===== src/rtl/tpw_pkg.sv =====
// Package for the timer-based pulse-width modulator: register map, field positions,
// reset values, prescaler encodings and the structs that carry buses and time base.
// Assumes a single 200 MHz system clock and an APB master with 32-bit data.

package tpw_pkg;

	// ----------------------------------------------------------------
	// Register map (byte addresses on the APB bus)
	// ----------------------------------------------------------------
	localparam int          ADDR_W       = 12;
	localparam logic [11:0] OFF_CTRL     = 12'h000;
	localparam logic [11:0] OFF_PERIOD   = 12'h004;
	localparam logic [11:0] OFF_DUTY_HI  = 12'h008;
	localparam logic [11:0] OFF_DUTY_LO  = 12'h00C;
	localparam logic [11:0] OFF_STATUS   = 12'h010;

	// ----------------------------------------------------------------
	// Field positions
	// ----------------------------------------------------------------
	localparam int CTRL_EN_POS   = 0;
	localparam int CTRL_PRE_POS  = 1;
	localparam int CTRL_SRC_POS  = 3;
	localparam int DUTY_LO_POS   = 6;
	localparam int STAT_OUT_POS  = 0;
	localparam int STAT_EXT_POS  = 4;
	localparam int STAT_CNT_POS  = 8;

	// ----------------------------------------------------------------
	// Reset values and timing
	// ----------------------------------------------------------------
	localparam logic [7:0] PERIOD_RST    = 8'hFF;
	localparam logic [7:0] DUTY_HI_RST   = 8'h00;
	localparam logic [1:0] DUTY_LO_RST   = 2'h0;
	localparam int         CLK_PERIOD_NS = 5;
	localparam logic [8:0] CLK_PER_INSN  = 9'h004;

	// Timer prescale ratios 1:1, 1:4, 1:16 and 1:64.
	typedef enum logic [1:0] {
		PRE_1  = 2'h0,
		PRE_4  = 2'h1,
		PRE_16 = 2'h3,
		PRE_64 = 2'h2
	} tpw_presc_t;

	// Time base as seen by a modulator: counter, two extension bits, period boundary pulse.
	typedef struct packed {
		logic [7:0] count;
		logic [1:0] ext;
		logic       bound;
	} tpw_tb_t;

	typedef struct packed {
		logic              psel;
		logic              penable;
		logic              pwrite;
		logic [ADDR_W-1:0] paddr;
		logic [31:0]       pwdata;
	} tpw_apb_req_t;

	typedef struct packed {
		logic [31:0] prdata;
		logic        pready;
		logic        pslverr;
	} tpw_apb_rsp_t;

	// Log2 of the prescale ratio, i.e. how far the clock prescaler is shifted.
	function automatic logic [2:0] tpw_presc_shift(input tpw_presc_t p);
		case (p)
			PRE_4:   tpw_presc_shift = 3'h2;
			PRE_16:  tpw_presc_shift = 3'h4;
			PRE_64:  tpw_presc_shift = 3'h6;
			default: tpw_presc_shift = 3'h0;
		endcase
	endfunction : tpw_presc_shift

endpackage : tpw_pkg


===== src/rtl/tpw_timebase.sv =====
// Period timer: clock prescaler, 8-bit base counter and period match.
// Assumes the system clock is the oscillator; one timer increment takes four clocks times the prescale.
`timescale 1ns/1ps

module tpw_timebase
	import tpw_pkg::*;
(
	// Clock and reset.
	input  wire logic              i_mclk,
	input  wire logic              i_rst_n,
	// Configuration.
	input  wire logic              i_en,
	input  wire tpw_pkg::tpw_presc_t i_presc,
	input  wire logic [7:0]        i_period,
	// Time base out.
	output tpw_pkg::tpw_tb_t       o_tb
);
	import tpw_pkg::*;

	typedef struct packed {
		logic [7:0] pre;
		logic [7:0] cnt;
	} tpw_tb_state_t;

	tpw_tb_state_t s_q;
	tpw_tb_state_t s_d;
	logic [2:0]    shift;
	logic [8:0]    lim9;
	logic          tick;

	// ----------------------------------------------------------------
	// Prescaler and counter
	// ----------------------------------------------------------------

	// The prescaler runs over four clocks times the ratio, so its top two live bits are the
	// quarter-increment phase; at 1:1 these are simply the clock phase.
	always_comb begin
		shift = tpw_presc_shift(i_presc);
		lim9  = (CLK_PER_INSN << shift) - 9'h001;
		tick  = (s_q.pre == lim9[7:0]);
		s_d   = s_q;
		if (!i_en) begin
			s_d = '0;
		end else if (tick) begin
			s_d.pre = '0;
			if (s_q.cnt == i_period) begin
				s_d.cnt = '0;
			end else begin
				s_d.cnt = s_q.cnt + 8'h01;
			end
		end else begin
			s_d.pre = s_q.pre + 8'h01;
		end
	end

	always_ff @(posedge i_mclk) begin
		if (!i_rst_n) begin
			s_q <= '0;
		end else begin
			s_q <= s_d;
		end
	end

	// Extension bits: clock phase at 1:1, prescaler bits otherwise.
	// The time base shows the value it takes at the next edge, so a registered compare
	// clears the output exactly on the step boundary instead of one clock late.
	assign o_tb.count = s_d.cnt;
	assign o_tb.ext   = 2'(s_d.pre >> shift);
	assign o_tb.bound = i_en && tick && (s_q.cnt == i_period);

endmodule : tpw_timebase


===== src/rtl/tpw_duty_cmp.sv =====
// Duty latch and comparator driving the modulated output.
// Assumes the time base delivers a one-cycle boundary pulse on the clock before the counter clears.
`timescale 1ns/1ps

module tpw_duty_cmp
	import tpw_pkg::*;
(
	// Clock and reset.
	input  wire logic             i_mclk,
	input  wire logic             i_rst_n,
	// Control and data.
	input  wire logic             i_en,
	input  wire tpw_pkg::tpw_tb_t i_tb,
	input  wire logic [9:0]       i_duty_buf,
	// Results.
	output logic                  o_pwm,
	output logic [9:0]            o_duty_lat
);
	import tpw_pkg::*;

	typedef struct packed {
		logic [9:0] lat;
		logic       out;
	} tpw_cmp_state_t;

	tpw_cmp_state_t s_q;
	tpw_cmp_state_t s_d;

	// ----------------------------------------------------------------
	// Latch and compare
	// ----------------------------------------------------------------

	// The boundary wins over a compare match, so a full-scale duty never leaves a one-clock gap.
	// A latched duty beyond the period length never matches, so the output just holds.
	always_comb begin
		s_d = s_q;
		if (!i_en) begin
			s_d.out = 1'b0;
		end else if (i_tb.bound) begin
			s_d.lat = i_duty_buf;
			s_d.out = (i_duty_buf != 10'h000);
		end else if ({i_tb.count, i_tb.ext} == s_q.lat) begin
			s_d.out = 1'b0;
		end
	end

	always_ff @(posedge i_mclk) begin
		if (!i_rst_n) begin
			s_q <= '0;
		end else begin
			s_q <= s_d;
		end
	end

	assign o_pwm      = s_q.out;
	assign o_duty_lat = s_q.lat;

endmodule : tpw_duty_cmp


===== src/rtl/tpw_pwm_top.sv =====
// Timer-based pulse-width modulator with an APB register slave.
// Assumes an APB master on i_mclk; an optional external time base arrives on i_ext_tb in the same domain.
//
// Function
// - This modulator has its own selector picking the internal or an external timer as its time base.
// - The period is the period register plus one, times four clocks, times the prescale ratio.
// - On the increment after the counter matches the period, the counter clears, the output sets unless duty is zero, and the duty latches.
// - The duty is a 10-bit value written through a high and a low duty register.
// - The high register holds the eight top duty bits and bits 7:6 of the low register the two bottom bits.
// - The duty registers are buffered and a new value only takes effect at the period boundary.
// - The duty value is left-justified across the two registers.
// - The compare uses a 10-bit time base: the 8-bit counter extended by two low bits.
// - At a 1:1 prescale the two extension bits are the system clock phase.
// - The high time is the duty value times the clock period times the prescale ratio.
// - The duty ratio is the duty value over four times the period register plus one.
// - The resolution is log2 of four times the period register plus one, ten bits at 255.
//
// Local design decisions: the APB interface to the registers and the register addresses.
`timescale 1ns/1ps

module tpw_pwm_top
	import tpw_pkg::*;
(
	// Clock and reset.
	input  wire logic                  i_mclk,
	input  wire logic                  i_rst_n,
	// APB slave.
	input  wire tpw_pkg::tpw_apb_req_t i_apb,
	output tpw_pkg::tpw_apb_rsp_t      o_apb,
	// Alternative time base from another timer.
	input  wire tpw_pkg::tpw_tb_t      i_ext_tb,
	// Modulated output.
	output logic                       o_modulated_output_pin
);
	import tpw_pkg::*;

	typedef struct packed {
		logic        en;
		tpw_presc_t  presc;
		logic        src;
		logic [7:0]  period;
		logic [7:0]  duty_hi;
		logic [1:0]  duty_lo;
		logic [31:0] rdata;
		logic        slverr;
	} tpw_top_state_t;

	tpw_top_state_t s_q;
	tpw_top_state_t s_d;

	localparam tpw_top_state_t TOP_RST = '{
		en:      1'b0,
		presc:   PRE_1,
		src:     1'b0,
		period:  PERIOD_RST,
		duty_hi: DUTY_HI_RST,
		duty_lo: DUTY_LO_RST,
		rdata:   32'h0000_0000,
		slverr:  1'b0
	};

	tpw_tb_t    int_tb;
	tpw_tb_t    sel_tb;
	logic [9:0] duty_buf;
	logic [9:0] duty_lat;
	logic       pwm;
	logic       setup_ph;
	logic       wr_acc;

	// ----------------------------------------------------------------
	// Address decode
	// ----------------------------------------------------------------

	// Index of a mapped register, or 3'h7 for an unmapped address; shared by reads and writes.
	function automatic logic [2:0] reg_sel(input logic [ADDR_W-1:0] a);
		if (a == OFF_CTRL) begin
			reg_sel = 3'h0;
		end else if (a == OFF_PERIOD) begin
			reg_sel = 3'h1;
		end else if (a == OFF_DUTY_HI) begin
			reg_sel = 3'h2;
		end else if (a == OFF_DUTY_LO) begin
			reg_sel = 3'h3;
		end else if (a == OFF_STATUS) begin
			reg_sel = 3'h4;
		end else begin
			reg_sel = 3'h7;
		end
	endfunction : reg_sel

	// ----------------------------------------------------------------
	// Time base and duty path
	// ----------------------------------------------------------------

	tpw_timebase u_timebase (
		.i_mclk   (i_mclk),
		.i_rst_n  (i_rst_n),
		.i_en     (s_q.en),
		.i_presc  (s_q.presc),
		.i_period (s_q.period),
		.o_tb     (int_tb)
	);

	// The selector belongs to this modulator alone, so other users of a timer are unaffected.
	assign sel_tb   = s_q.src ? i_ext_tb : int_tb;
	// Left-justified pair: high byte on top, low register bits 7:6 below.
	assign duty_buf = {s_q.duty_hi, s_q.duty_lo};

	tpw_duty_cmp u_duty_cmp (
		.i_mclk     (i_mclk),
		.i_rst_n    (i_rst_n),
		.i_en       (s_q.en),
		.i_tb       (sel_tb),
		.i_duty_buf (duty_buf),
		.o_pwm      (pwm),
		.o_duty_lat (duty_lat)
	);

	assign o_modulated_output_pin = pwm;

	// ----------------------------------------------------------------
	// APB slave
	// ----------------------------------------------------------------

	// Read data and error are prepared in the setup cycle so they come from flip-flops;
	// the cost is that status reads show the state one clock before the access edge.
	assign setup_ph = i_apb.psel && !i_apb.penable;
	assign wr_acc   = i_apb.psel && i_apb.penable && i_apb.pwrite;

	always_comb begin
		s_d = s_q;
		if (setup_ph) begin
			s_d.rdata  = 32'h0000_0000;
			s_d.slverr = (reg_sel(i_apb.paddr) == 3'h7);
			case (reg_sel(i_apb.paddr))
				3'h0: begin
					s_d.rdata[CTRL_EN_POS]                  = s_q.en;
					s_d.rdata[CTRL_PRE_POS +: 2]            = s_q.presc;
					s_d.rdata[CTRL_SRC_POS]                 = s_q.src;
				end
				3'h1: s_d.rdata[7:0]                        = s_q.period;
				3'h2: s_d.rdata[7:0]                        = s_q.duty_hi;
				3'h3: s_d.rdata[DUTY_LO_POS +: 2]           = s_q.duty_lo;
				3'h4: begin
					s_d.rdata[STAT_OUT_POS]                 = pwm;
					s_d.rdata[STAT_EXT_POS +: 2]            = sel_tb.ext;
					s_d.rdata[STAT_CNT_POS +: 8]            = sel_tb.count;
				end
				default: s_d.rdata                          = 32'h0000_0000;
			endcase
		end
		// Writes land at the access edge; duty writes only touch the buffer.
		if (wr_acc) begin
			case (reg_sel(i_apb.paddr))
				3'h0: begin
					s_d.en    = i_apb.pwdata[CTRL_EN_POS];
					s_d.presc = tpw_presc_t'(i_apb.pwdata[CTRL_PRE_POS +: 2]);
					s_d.src   = i_apb.pwdata[CTRL_SRC_POS];
				end
				3'h1: s_d.period  = i_apb.pwdata[7:0];
				3'h2: s_d.duty_hi = i_apb.pwdata[7:0];
				3'h3: s_d.duty_lo = i_apb.pwdata[DUTY_LO_POS +: 2];
				default: s_d.en   = s_q.en;
			endcase
		end
	end

	always_ff @(posedge i_mclk) begin
		if (!i_rst_n) begin
			s_q <= TOP_RST;
		end else begin
			s_q <= s_d;
		end
	end

	// Zero wait states: every access completes in its first access cycle.
	assign o_apb.pready  = i_apb.psel && i_apb.penable;
	assign o_apb.prdata  = s_q.rdata;
	assign o_apb.pslverr = i_apb.psel && i_apb.penable && s_q.slverr;
endmodule : tpw_pwm_top


===== config.mk =====
export PLATFORM = sky130hd
export DESIGN_NAME = tpw_pwm_top
export DESIGN_NICKNAME = d
export VERILOG_FILES = /design/src/rtl/tpw_pkg.sv /design/src/rtl/tpw_timebase.sv /design/src/rtl/tpw_duty_cmp.sv /design/src/rtl/tpw_pwm_top.sv
export SDC_FILE = /design/constraint.sdc
export NUM_CORES = 1
export LEC_CHECK = 0
export BUFFER_PORTS_ARGS = -buffer_cell sky130_fd_sc_hd__buf_2
export CORE_ASPECT_RATIO = 0.6
export CORE_MARGIN = 5
export CORE_UTILIZATION = 35
export CTS_BUF_LIST = sky130_fd_sc_hd__clkbuf_16
export DETAILED_ROUTE_END_ITERATION = 8
export PLACE_DENSITY = 0.59
export SKIP_LAST_GASP = 1
export SLEW_MARGIN = 25
export SYNTH_ARGS = -nofsm -noshare
export SYNTH_HDL_FRONTEND = slang
export SYNTH_SLANG_ARGS = --single-unit

===== constraint.sdc =====
create_clock -name i_mclk -period 3.5 [get_ports i_mclk]
set_clock_uncertainty 0.1 [all_clocks]
set_input_delay 0 -clock i_mclk [delete_from_list [all_inputs] [get_ports i_mclk]]
set_output_delay 0 -clock i_mclk [all_outputs]
set_load 0.02 [all_outputs]

Word level (Yosys, flattened, before mapping)
Cells that the tools add are included.
- $add $sub $neg: 3
- equality and inequality tests: 18
- shift operators: 2
- muxes and demuxes: 20
- reduce and logical (&&, ||, !) cells: 18
- operator list (cell ; number):
    $mux W8 ; 4
    $eq A12 B4 Y1 const B ; 2
    $mux W3 ; 6
    $pmux W3 S3 ; 2
    $add A8 B1 Y8 const B ; 2
    $eq A8 B8 Y1 ; 2
    $mux W16 ; 1
    $eq A12 B3 Y1 const B ; 1
    $eq A12 B5 Y1 const B ; 1
    $eq A3 B2 Y1 const B ; 4
    $logic_not A12 Y1 ; 1
    $pmux W2 S3 ; 2
    $reduce_and A2 Y1 ; 6
    $mux W11 ; 1
    $eq A10 B10 Y1 ; 1
    $reduce_bool A10 Y1 ; 1
    $shl A3 B3 Y8 const A ; 1
    $shr A8 B3 Y2 ; 1
    $sub A8 B1 Y8 const B ; 1
    $eq A3 B1 Y1 const B ; 2
    $eq A3 B3 Y1 const B ; 2
    $logic_and A1 B1 Y1 ; 6
    $logic_not A3 Y1 ; 2
    $eq A2 B2 Y1 const B ; 2
    6 further kinds ; 7
- flip-flop bits (word level): 66
- bits of input ports: 60
- output and inout port bits: 35
- logic and storage cells: 73

Depth between registers and ports, before layout
Gate-level depths: netlist of run 1.
- depth after elaboration: 12
- gate-level depth with buffers: 10
- gate-level depth less buffers: 9

Cells and area by module
Synthesis of run 1 repeated with hierarchy kept, for this count alone.
- cells, all modules: 470
- area total of the unflattened synthesis: 4005.1 um2
- modules (own cells, without submodules) (module ; instances ; cells each ; area each (um2) ; sequential area each (um2)):
    tpw_pwm_top ; 1 ; 242 ; 2124.5 ; 780.7
    tpw_timebase ; 1 ; 164 ; 1341.3 ; 320.3
    tpw_duty_cmp ; 1 ; 64 ; 539.3 ; 220.2

Worst setup path after synthesis of run 1
OpenSTA, ideal clock, no wires.
- kind: flip-flop to flip-flop
- from: reg s_q[53] (netlist bit)
- to: reg u_duty_cmp.s_q, in the netlist u_duty_cmp.o_pwm
- library setup time: 0.129 ns
- arrival time: 2.229 ns
- data required time: 3.271 ns
- slack: 1.042 ns
- stages on the path, launching flop included: 11
- buffers on the path: 1
- period minus slack after synthesis: 2.458 ns
- cell sequence: dfxtp_1 inv_1 ha_1 and3b_1 o22ai_2 buf_6 nor3_2 mux2_4 o21a_1 nor4_1 a31oi_1
- word-level cells in the longest chain between the ends: 11
- elaborated cells between the ends (all ways): 17
- those cells by class: add/sub: 1; eq/ne: 5; shift: 2; mux: 6; reduce/logical: 3
- RTL lines (item ; RTL line ; RTL):
    start: declaration ; tpw_pwm_top.sv:48 ; tpw_top_state_t s_q;
    start signal: assignment ; tpw_pwm_top.sv:170 ; s_q <= TOP_RST;
    start signal: assignment ; tpw_pwm_top.sv:172 ; s_q <= s_d;
    $eq A2 B2 Y1 or $eq A2 B1 Y1 (tied branches) ; tpw_pkg.sv:68 ; case (p)
    $pmux W3 S3 (*) ; tpw_pkg.sv:68 ;
    $shl A3 B3 Y8 ; tpw_timebase.sv:39 ; lim9 = (CLK_PER_INSN << shift) - 9'h001;
    $sub A8 B1 Y8 ; tpw_timebase.sv:39 ;
    $eq A8 B8 Y1 ; tpw_timebase.sv:40 ; tick = (s_q.pre == lim9[7:0]);
    $mux W8 ; tpw_timebase.sv:44 ; end else if (tick) begin
    $mux W16 ; tpw_timebase.sv:42 ; if (!i_en) begin
    $shr A8 B3 Y2 ; tpw_timebase.sv:68 ; assign o_tb.ext = 2'(s_d.pre >> shift);
    $mux W11 (*) ; tpw_pwm_top.sv:105 ; assign sel_tb = s_q.src ? i_ext_tb : int_tb;
    $eq A10 B10 Y1 ; tpw_duty_cmp.sv:42 ; end else if ({i_tb.count, i_tb.ext} == s_q.lat) begin
    $reduce_bool A2 Y1 (no source line) ; - ;
    end signal: assignment ; tpw_duty_cmp.sv:49 ; s_q <= '0;
    end signal: assignment ; tpw_duty_cmp.sv:51 ; s_q <= s_d;
    end: declaration ; tpw_duty_cmp.sv:26 ; tpw_cmp_state_t s_q;
Mark *: on every way between the ends. The rest lies on a longest branch, timed or not.
A chain may end at the register's enable or synchronous reset.

Worst setup path after layout of run 1
- from: reg s_q[52] (netlist bit)
- to: reg u_duty_cmp.s_q, in the netlist u_duty_cmp.o_pwm
The elaborated chain is that of the path after synthesis.

==> results.cfg, run 1 <==
[critical_path]
crit_slowest_cell = nor4_1
start_kind = register
reg2reg_slack_ns = 0.34
cp_cell_sequence = inv_1 > ha_1 > xnor2_1 > nand3_1 > nor3_2 > mux2_4 > o21a_1 > nor4_1 > a31oi_1
rr_startpoint = s_q[52]
cp_top_family = simple AND/OR/NAND/NOR gates
cp_num_buf_inv = 1
cp_data_required_time_ns = 3.58
cp.arrival_ns = 3.24
end_kind = register
worstSetupPathType = register to register
cp_max_fo = 7
critPathMaxStageDelay_ns = 0.55
rr_endpoint = u_duty_cmp.o_pwm
rr_worst_depth = 9

[detailed_routing]
drtIter0Drc = 376
firstDrtPassIters = 4
wl_per_cell_um = 17.59
drt-total-wl_um = 12280
routed_via_density = 5.312
final_antenna_net_count = 0
post-route-drc-count = 0
vias = 3708

[grt]
grt_pass1_wl_um = 19490
grt.total_usage_pct = 17.72
grt_remaining_overflow = 0
grt_pass1_vias = 3458
grt_max_degree = 53
antenna_found_initial = 0

[clock_tree]
worstSkewPairLatency_ns = 0.33
cts_tree = yes
h-tree-depth = 3
clkTransAtPathRegs_ns = 0.06
root_buffer = clkbuf_16
postCtsSetupBuffers = 0
post_cts_resized = 0
cts.sinks = 66
cts_buffer_depth = 2
cts_buffers = 9

[timing]
fmax_ghz = 0.3168
rsz0062_at_grt = no
slew_headroom_pct = 46.87
tightest_slew_ns = 0.7969
min_period_ns = 3.157
slew_viol_final = 0
fin_crit_sh_pct = 90.19
setup_tns_ns = 0
setup_viol = 0
final_hold_viol_count = 0

[layout]
diodes = 0
drive_gt1_share_pct = 18.77
syn2layout_area_growth_pct = 14.94
final_common_cell = dfxtp_1
fin_util_pct = 41.82
final_cells = 698
nets = 599
layout_common_cells = dfxtp_1, buf_2, nand2_1

[floorplan]
coreArea_um2 = 11490
pin_count = 95
die_w_um = 151.1
die_h_um = 94.64
rows = 30
initial_core_util_pct = 36.38
dieArea_um2 = 14300

[placement]
dp_cells = 673
place.detailed.hpwl_um = 9493
gp_congestion = 0.9242
port_buffers = 54

[logic_synthesis]
synthAdderAreaFrac_pct = 1.796
synth-xor-area-share_pct = 6.257
synth-simple-area-share_pct = 25.39
synth_compound_area_share_pct = 17.37
synth_edf_count = 0
syn_inst = 494
mappedNetlistArea_um2 = 4179
muxShareOfSynthArea_pct = 7.635
ys.flop_type = dfxtp_1
synth_cell_types = 69
synth_top_family_by_area = simple AND/OR/NAND/NOR gates
synthArstFlopShare_pct = 0
yosys_register_bits = 66
ys_seq_area_share_pct = 31.62
syn_avg_cell_area_um2 = 8.460
ys.warnings.count = 0

[worst_hold_path]
worstHoldStart = i_apb[45]
hold_end = o_apb[2]
hp-class = input pin to register
worst_hold_path.num_cells = 4

[power_and_ir_drop]
ir_worst_vdd_mv = 0.2066
power-per-cell-area_nw_per_um2 = 381.9
power_leakage_nw = 1.706

[run_status]
status = finished clean

[job]
maxCapViolations = 0
how the worst max path moves through the flow:
stage	from	to	slack, ns	cells past startpoint
floorplan	s_q[53]	u_duty_cmp.o_pwm	1.04	10
global placement	s_q[52]	u_duty_cmp.o_pwm	0.50	9
detailed placement	s_q[52]	u_duty_cmp.o_pwm	0.40	9
CTS	s_q[52]	u_duty_cmp.o_pwm	0.38	9
global route	s_q[52]	u_duty_cmp.o_pwm	0.11	9
finish	s_q[52]	u_duty_cmp.o_pwm	0.34	9
cell families (layout without fill, tap and decap cells):
logic type               Yosys count  after routing
multiplexers                      31             31
AND/OR/NAND/NOR                  196            196
adder cells (fa/ha/maj)            6              6
AO/OA/AOI/OAI                     97             97
flip-flops                        66             66
buffers and inverters             68             97
XOR/XNOR                          29             29
other                              1             16
sequential cells by signal, indices dropped and copies added (netlist names):
signal                 cells
o_apb                     16
u_timebase.s_q            16
u_duty_cmp.o_pwm           1
s_q                       13
duty_buf                  10
u_duty_cmp.o_duty_lat     10
worst reg2reg max path, delay by kind of cell (launching register included):
kind                     cells  cell delay (ns)
buffers and inverters        1             0.10
AND/OR/NAND/NOR              3             1.29
AO/OA/AOI/OAI                2             0.36
adder cells (fa/ha/maj)      1             0.25
multiplexers                 1             0.34
flip-flops                   1             0.39
XOR/XNOR                     1             0.19
Yosys cell counts (6+ instances only):
library cell | count | area [µm²]
nand2_1 | 53 | 198.9
mux2i_1 | 27 | 270.3
nor3_1 | 6 | 30.03
clkbuf_1 | 17 | 63.81
and2_1 | 6 | 37.54
xnor2_1 | 24 | 210.2
a21boi_1 | 11 | 82.58
o211ai_1 | 6 | 45.04
inv_1 | 9 | 33.78
ha_1 | 6 | 75.07
a21boi_0 | 8 | 60.06
dfxtp_1 | 66 | 1321
nor2b_1 | 27 | 168.9
o21ai_0 | 16 | 80.08
buf_4 | 34 | 255.2
nand3_1 | 27 | 135.1
nor2_1 | 29 | 108.9
nand2b_1 | 6 | 37.54
o31ai_1 | 8 | 60.06
and3_1 | 8 | 50.05
nand4_1 | 7 | 43.79
power by group:
group | leakage (nW) | switching [W] | internal (W)
Clock | 0.149 | 0.000353 | 0.000622
Combinational | 1.02 | 0.0000633 | 0.0000410
Sequential | 0.532 | 0.00000114 | 0.000754
Total | 1.71 | 0.000417 | 0.00142
cell type report:
| type | instances | area, µm² |
|---|---|---|
| repair buffers | 72 | 427.9 |
| well taps | 160 | 200.2 |
| clock buffers | 9 | 225.2 |
| fillers | 1172 | 6683 |
| multi-input cells | 375 | 2502 |
| flip-flops and latches | 66 | 1321 |
| inverters | 9 | 33.78 |
| clock inverters | 7 | 92.59 |
timing repair:
| action | CTS | global route |
|---|---|---|
| endpoints found under the setup margin | 0 | 0 |
| endpoints found under the hold margin | 27 | 0 |
| hold buffers | 9 | 0 |
per-stage QoR:
step	hold WS (ns)	worst slack (ns)	cell area, µm²	power (W)
after floorplan	0.02849	1.042	4235	0.0008434
after global placement	0.1408	0.4970	4395	0.0008654
after detailed placement	0.1437	0.3988	4395	0.0008664
after CTS	0.03740	0.3766	4803	0.001843
after global routing	0.07829	0.1103	4803	0.001898
final	0.03940	0.3434	4803	0.001834
layer usage:
layer,track usage (%),routed length (µm),share of wire [%]
met3,5.612,1136,9.3
met2,23.49,4884,40
met5,0,0,0
met1,27.88,6177,50
met4,2.489,78,0.64
Power figures use the tool's default switching activity.
==> run 2, diff against run 1 <==
Settings changed: HOLD_SLACK_MARGIN set to 0.12.
==> run 2 against run 1 <==
Net effect: via count rose by 1.8%; non-clock buffer count is 16 higher; highest routed layer unchanged; critical path depth unchanged; final area increased by 3.3%; register-to-register slack lost 0.02 ns; first-iteration DRC count rose by 4.3%; worst hold slack better by 0.082 ns; clock-buffer cell count unchanged; critical path type unchanged; setup slack got worse by 0.016 ns; final cell count up 2.3%.
==> results.cfg, run 2 (synthesized netlist as in run 1, its figures left out) <==
[run_status]
status = finished clean

[layout]
diodes = 0
syn2layout_area_growth_pct = 18.77
drive_gt1_share_pct = 18.23
num-fill-cells = 1160
final_common_cell = dfxtp_1
nets = 615
layout_common_cells = dfxtp_1, buf_2, nand2_1

[clock_tree]
cts_buffers = 9
cts_tree = yes
worstSkewPairLatency_ns = 0.33
cts_buffer_depth = 2
h-tree-depth = 3
cts_hold_repair.buffers = 25
postCtsSetupBuffers = 0
root_buffer = clkbuf_16
cts.sinks = 66
clkTransAtPathRegs_ns = 0.06
post_cts_resized = 0

[worst_hold_path]
worst_hold_path.num_cells = 6
hp-class = input pin to register

[critical_path]
end_kind = register
worstSetupPathType = register to register
cp_cell_sequence = inv_1 > ha_1 > xnor2_1 > nand3_1 > nor3_2 > mux2_4 > o21a_1 > nor4_1 > a31oi_1
cp.arrival_ns = 3.26
start_kind = register
cp_max_fo = 7
cp_top_family = simple AND/OR/NAND/NOR gates
crit_slowest_cell = nor4_1
critPathMaxStageDelay_ns = 0.56
cp_num_cells = 9
rr_worst_depth = 9
cp_data_required_time_ns = 3.58
cp_num_buf_inv = 1

[placement]
place.detailed.hpwl_um = 9493
gp_congestion = 0.9242
port_buffers = 54
pre_cts_slack_ns = 0.3988

[floorplan]
die_h_um = 94.64
dieArea_um2 = 14300
rows = 30
die_w_um = 151.1
pin_count = 95
initial_core_util_pct = 36.38
coreArea_um2 = 11490

[detailed_routing]
routed_via_density = 5.287
vias = 3775
drtIter0Drc = 392
post-route-drc-count = 0
firstDrtPassIters = 5
wl_per_cell_um = 17.43
drt-total-wl_um = 12450
final_antenna_net_count = 0

[grt]
antenna_found_initial = 0
grt_pass1_vias = 3596
grt_max_degree = 53
grt_remaining_overflow = 0
grt.total_usage_pct = 18.02
grt_pass1_wl_um = 19890

[power_and_ir_drop]
power-per-cell-area_nw_per_um2 = 371.9
ir_worst_vdd_mv = 0.2062
power_leakage_nw = 1.759
finalPower_w = 0.001846

[timing]
fin_crit_sh_pct = 90.66
slew_viol_final = 0
setup_viol = 0
tightest_slew_ns = 0.8117
final_hold_viol_count = 0
min_period_ns = 3.173
fin_ws_ns = 0.3270
fmax_ghz = 0.3152
slew_headroom_pct = 45.89
setup_tns_ns = 0
rsz0062_at_grt = no

[job]
maxCapViolations = 0
-- run 2: cell count changes in the layout (fill, tap and decap cells not counted), sizes merged --
| cell | change |
|---|---|
| dlygate4sd3 | +16 |
-- run 2: worst min-delay path, stage by stage --
cell	delay [ns]
buf_2	0.07
nor2_1	0.03
nand3_1	0.11
nor2_2	0.13
nand3_1	0.08
a21boi_0	0.07
-- run 2: metal layers --
metal / share of wire [%] / global-route usage (%) / up-vias
li1: - / - / 1814
met1: 50 / 27.97 / 1784
met2: 40 / 24.49 / 171
met3: 9.8 / 5.564 / 6
met4: 0.59 / 2.489 / 0
met5: 0 / 0 / -
-- run 2: worst paths after layout --
kind / start / slack (ns) / endpoint
max: s_q[52] / 0.33 / u_duty_cmp.o_pwm
min: i_apb[32] / 0.12 / o_apb[9]
max reg2reg: s_q[52] / 0.33 / u_duty_cmp.o_pwm
min reg2reg: o_apb[10] / 0.35 / o_apb[10]
-- run 2: layout make-up --
cell class | count | area [µm²] | area share, %
repair buffers | 88 | 588.1 | 11.85
clock inverters | 7 | 92.59 | 1.865
well taps | 160 | 200.2 | 4.033
clock buffers | 9 | 225.2 | 4.537
flip-flops and latches | 66 | 1321 | 26.62
multi-input cells | 375 | 2502 | 50.42
inverters | 9 | 33.78 | 0.6806
-- run 2: power by group --
| group | internal [W] | switching, W | total [W] |
|---|---|---|---|
| clock | 0.000622 | 0.000355 | 0.000977 |
| combinational | 0.0000490 | 0.0000651 | 0.000114 |
| sequential | 0.000754 | 0.00000111 | 0.000755 |
-- run 2: through the flow --
stage	hold slack [ns]	std cells	instance area, µm²	utilization, %
2_1_floorplan	0.02849	509	4235	-
3_3_place_gp	0.1408	673	4395	38.27
3_5_place_dp	0.1437	673	4395	38.27
4_1_cts	0.1252	714	4964	43.21
5_1_grt	0.1891	714	4964	43.21
6_report	0.1215	714	4964	43.21
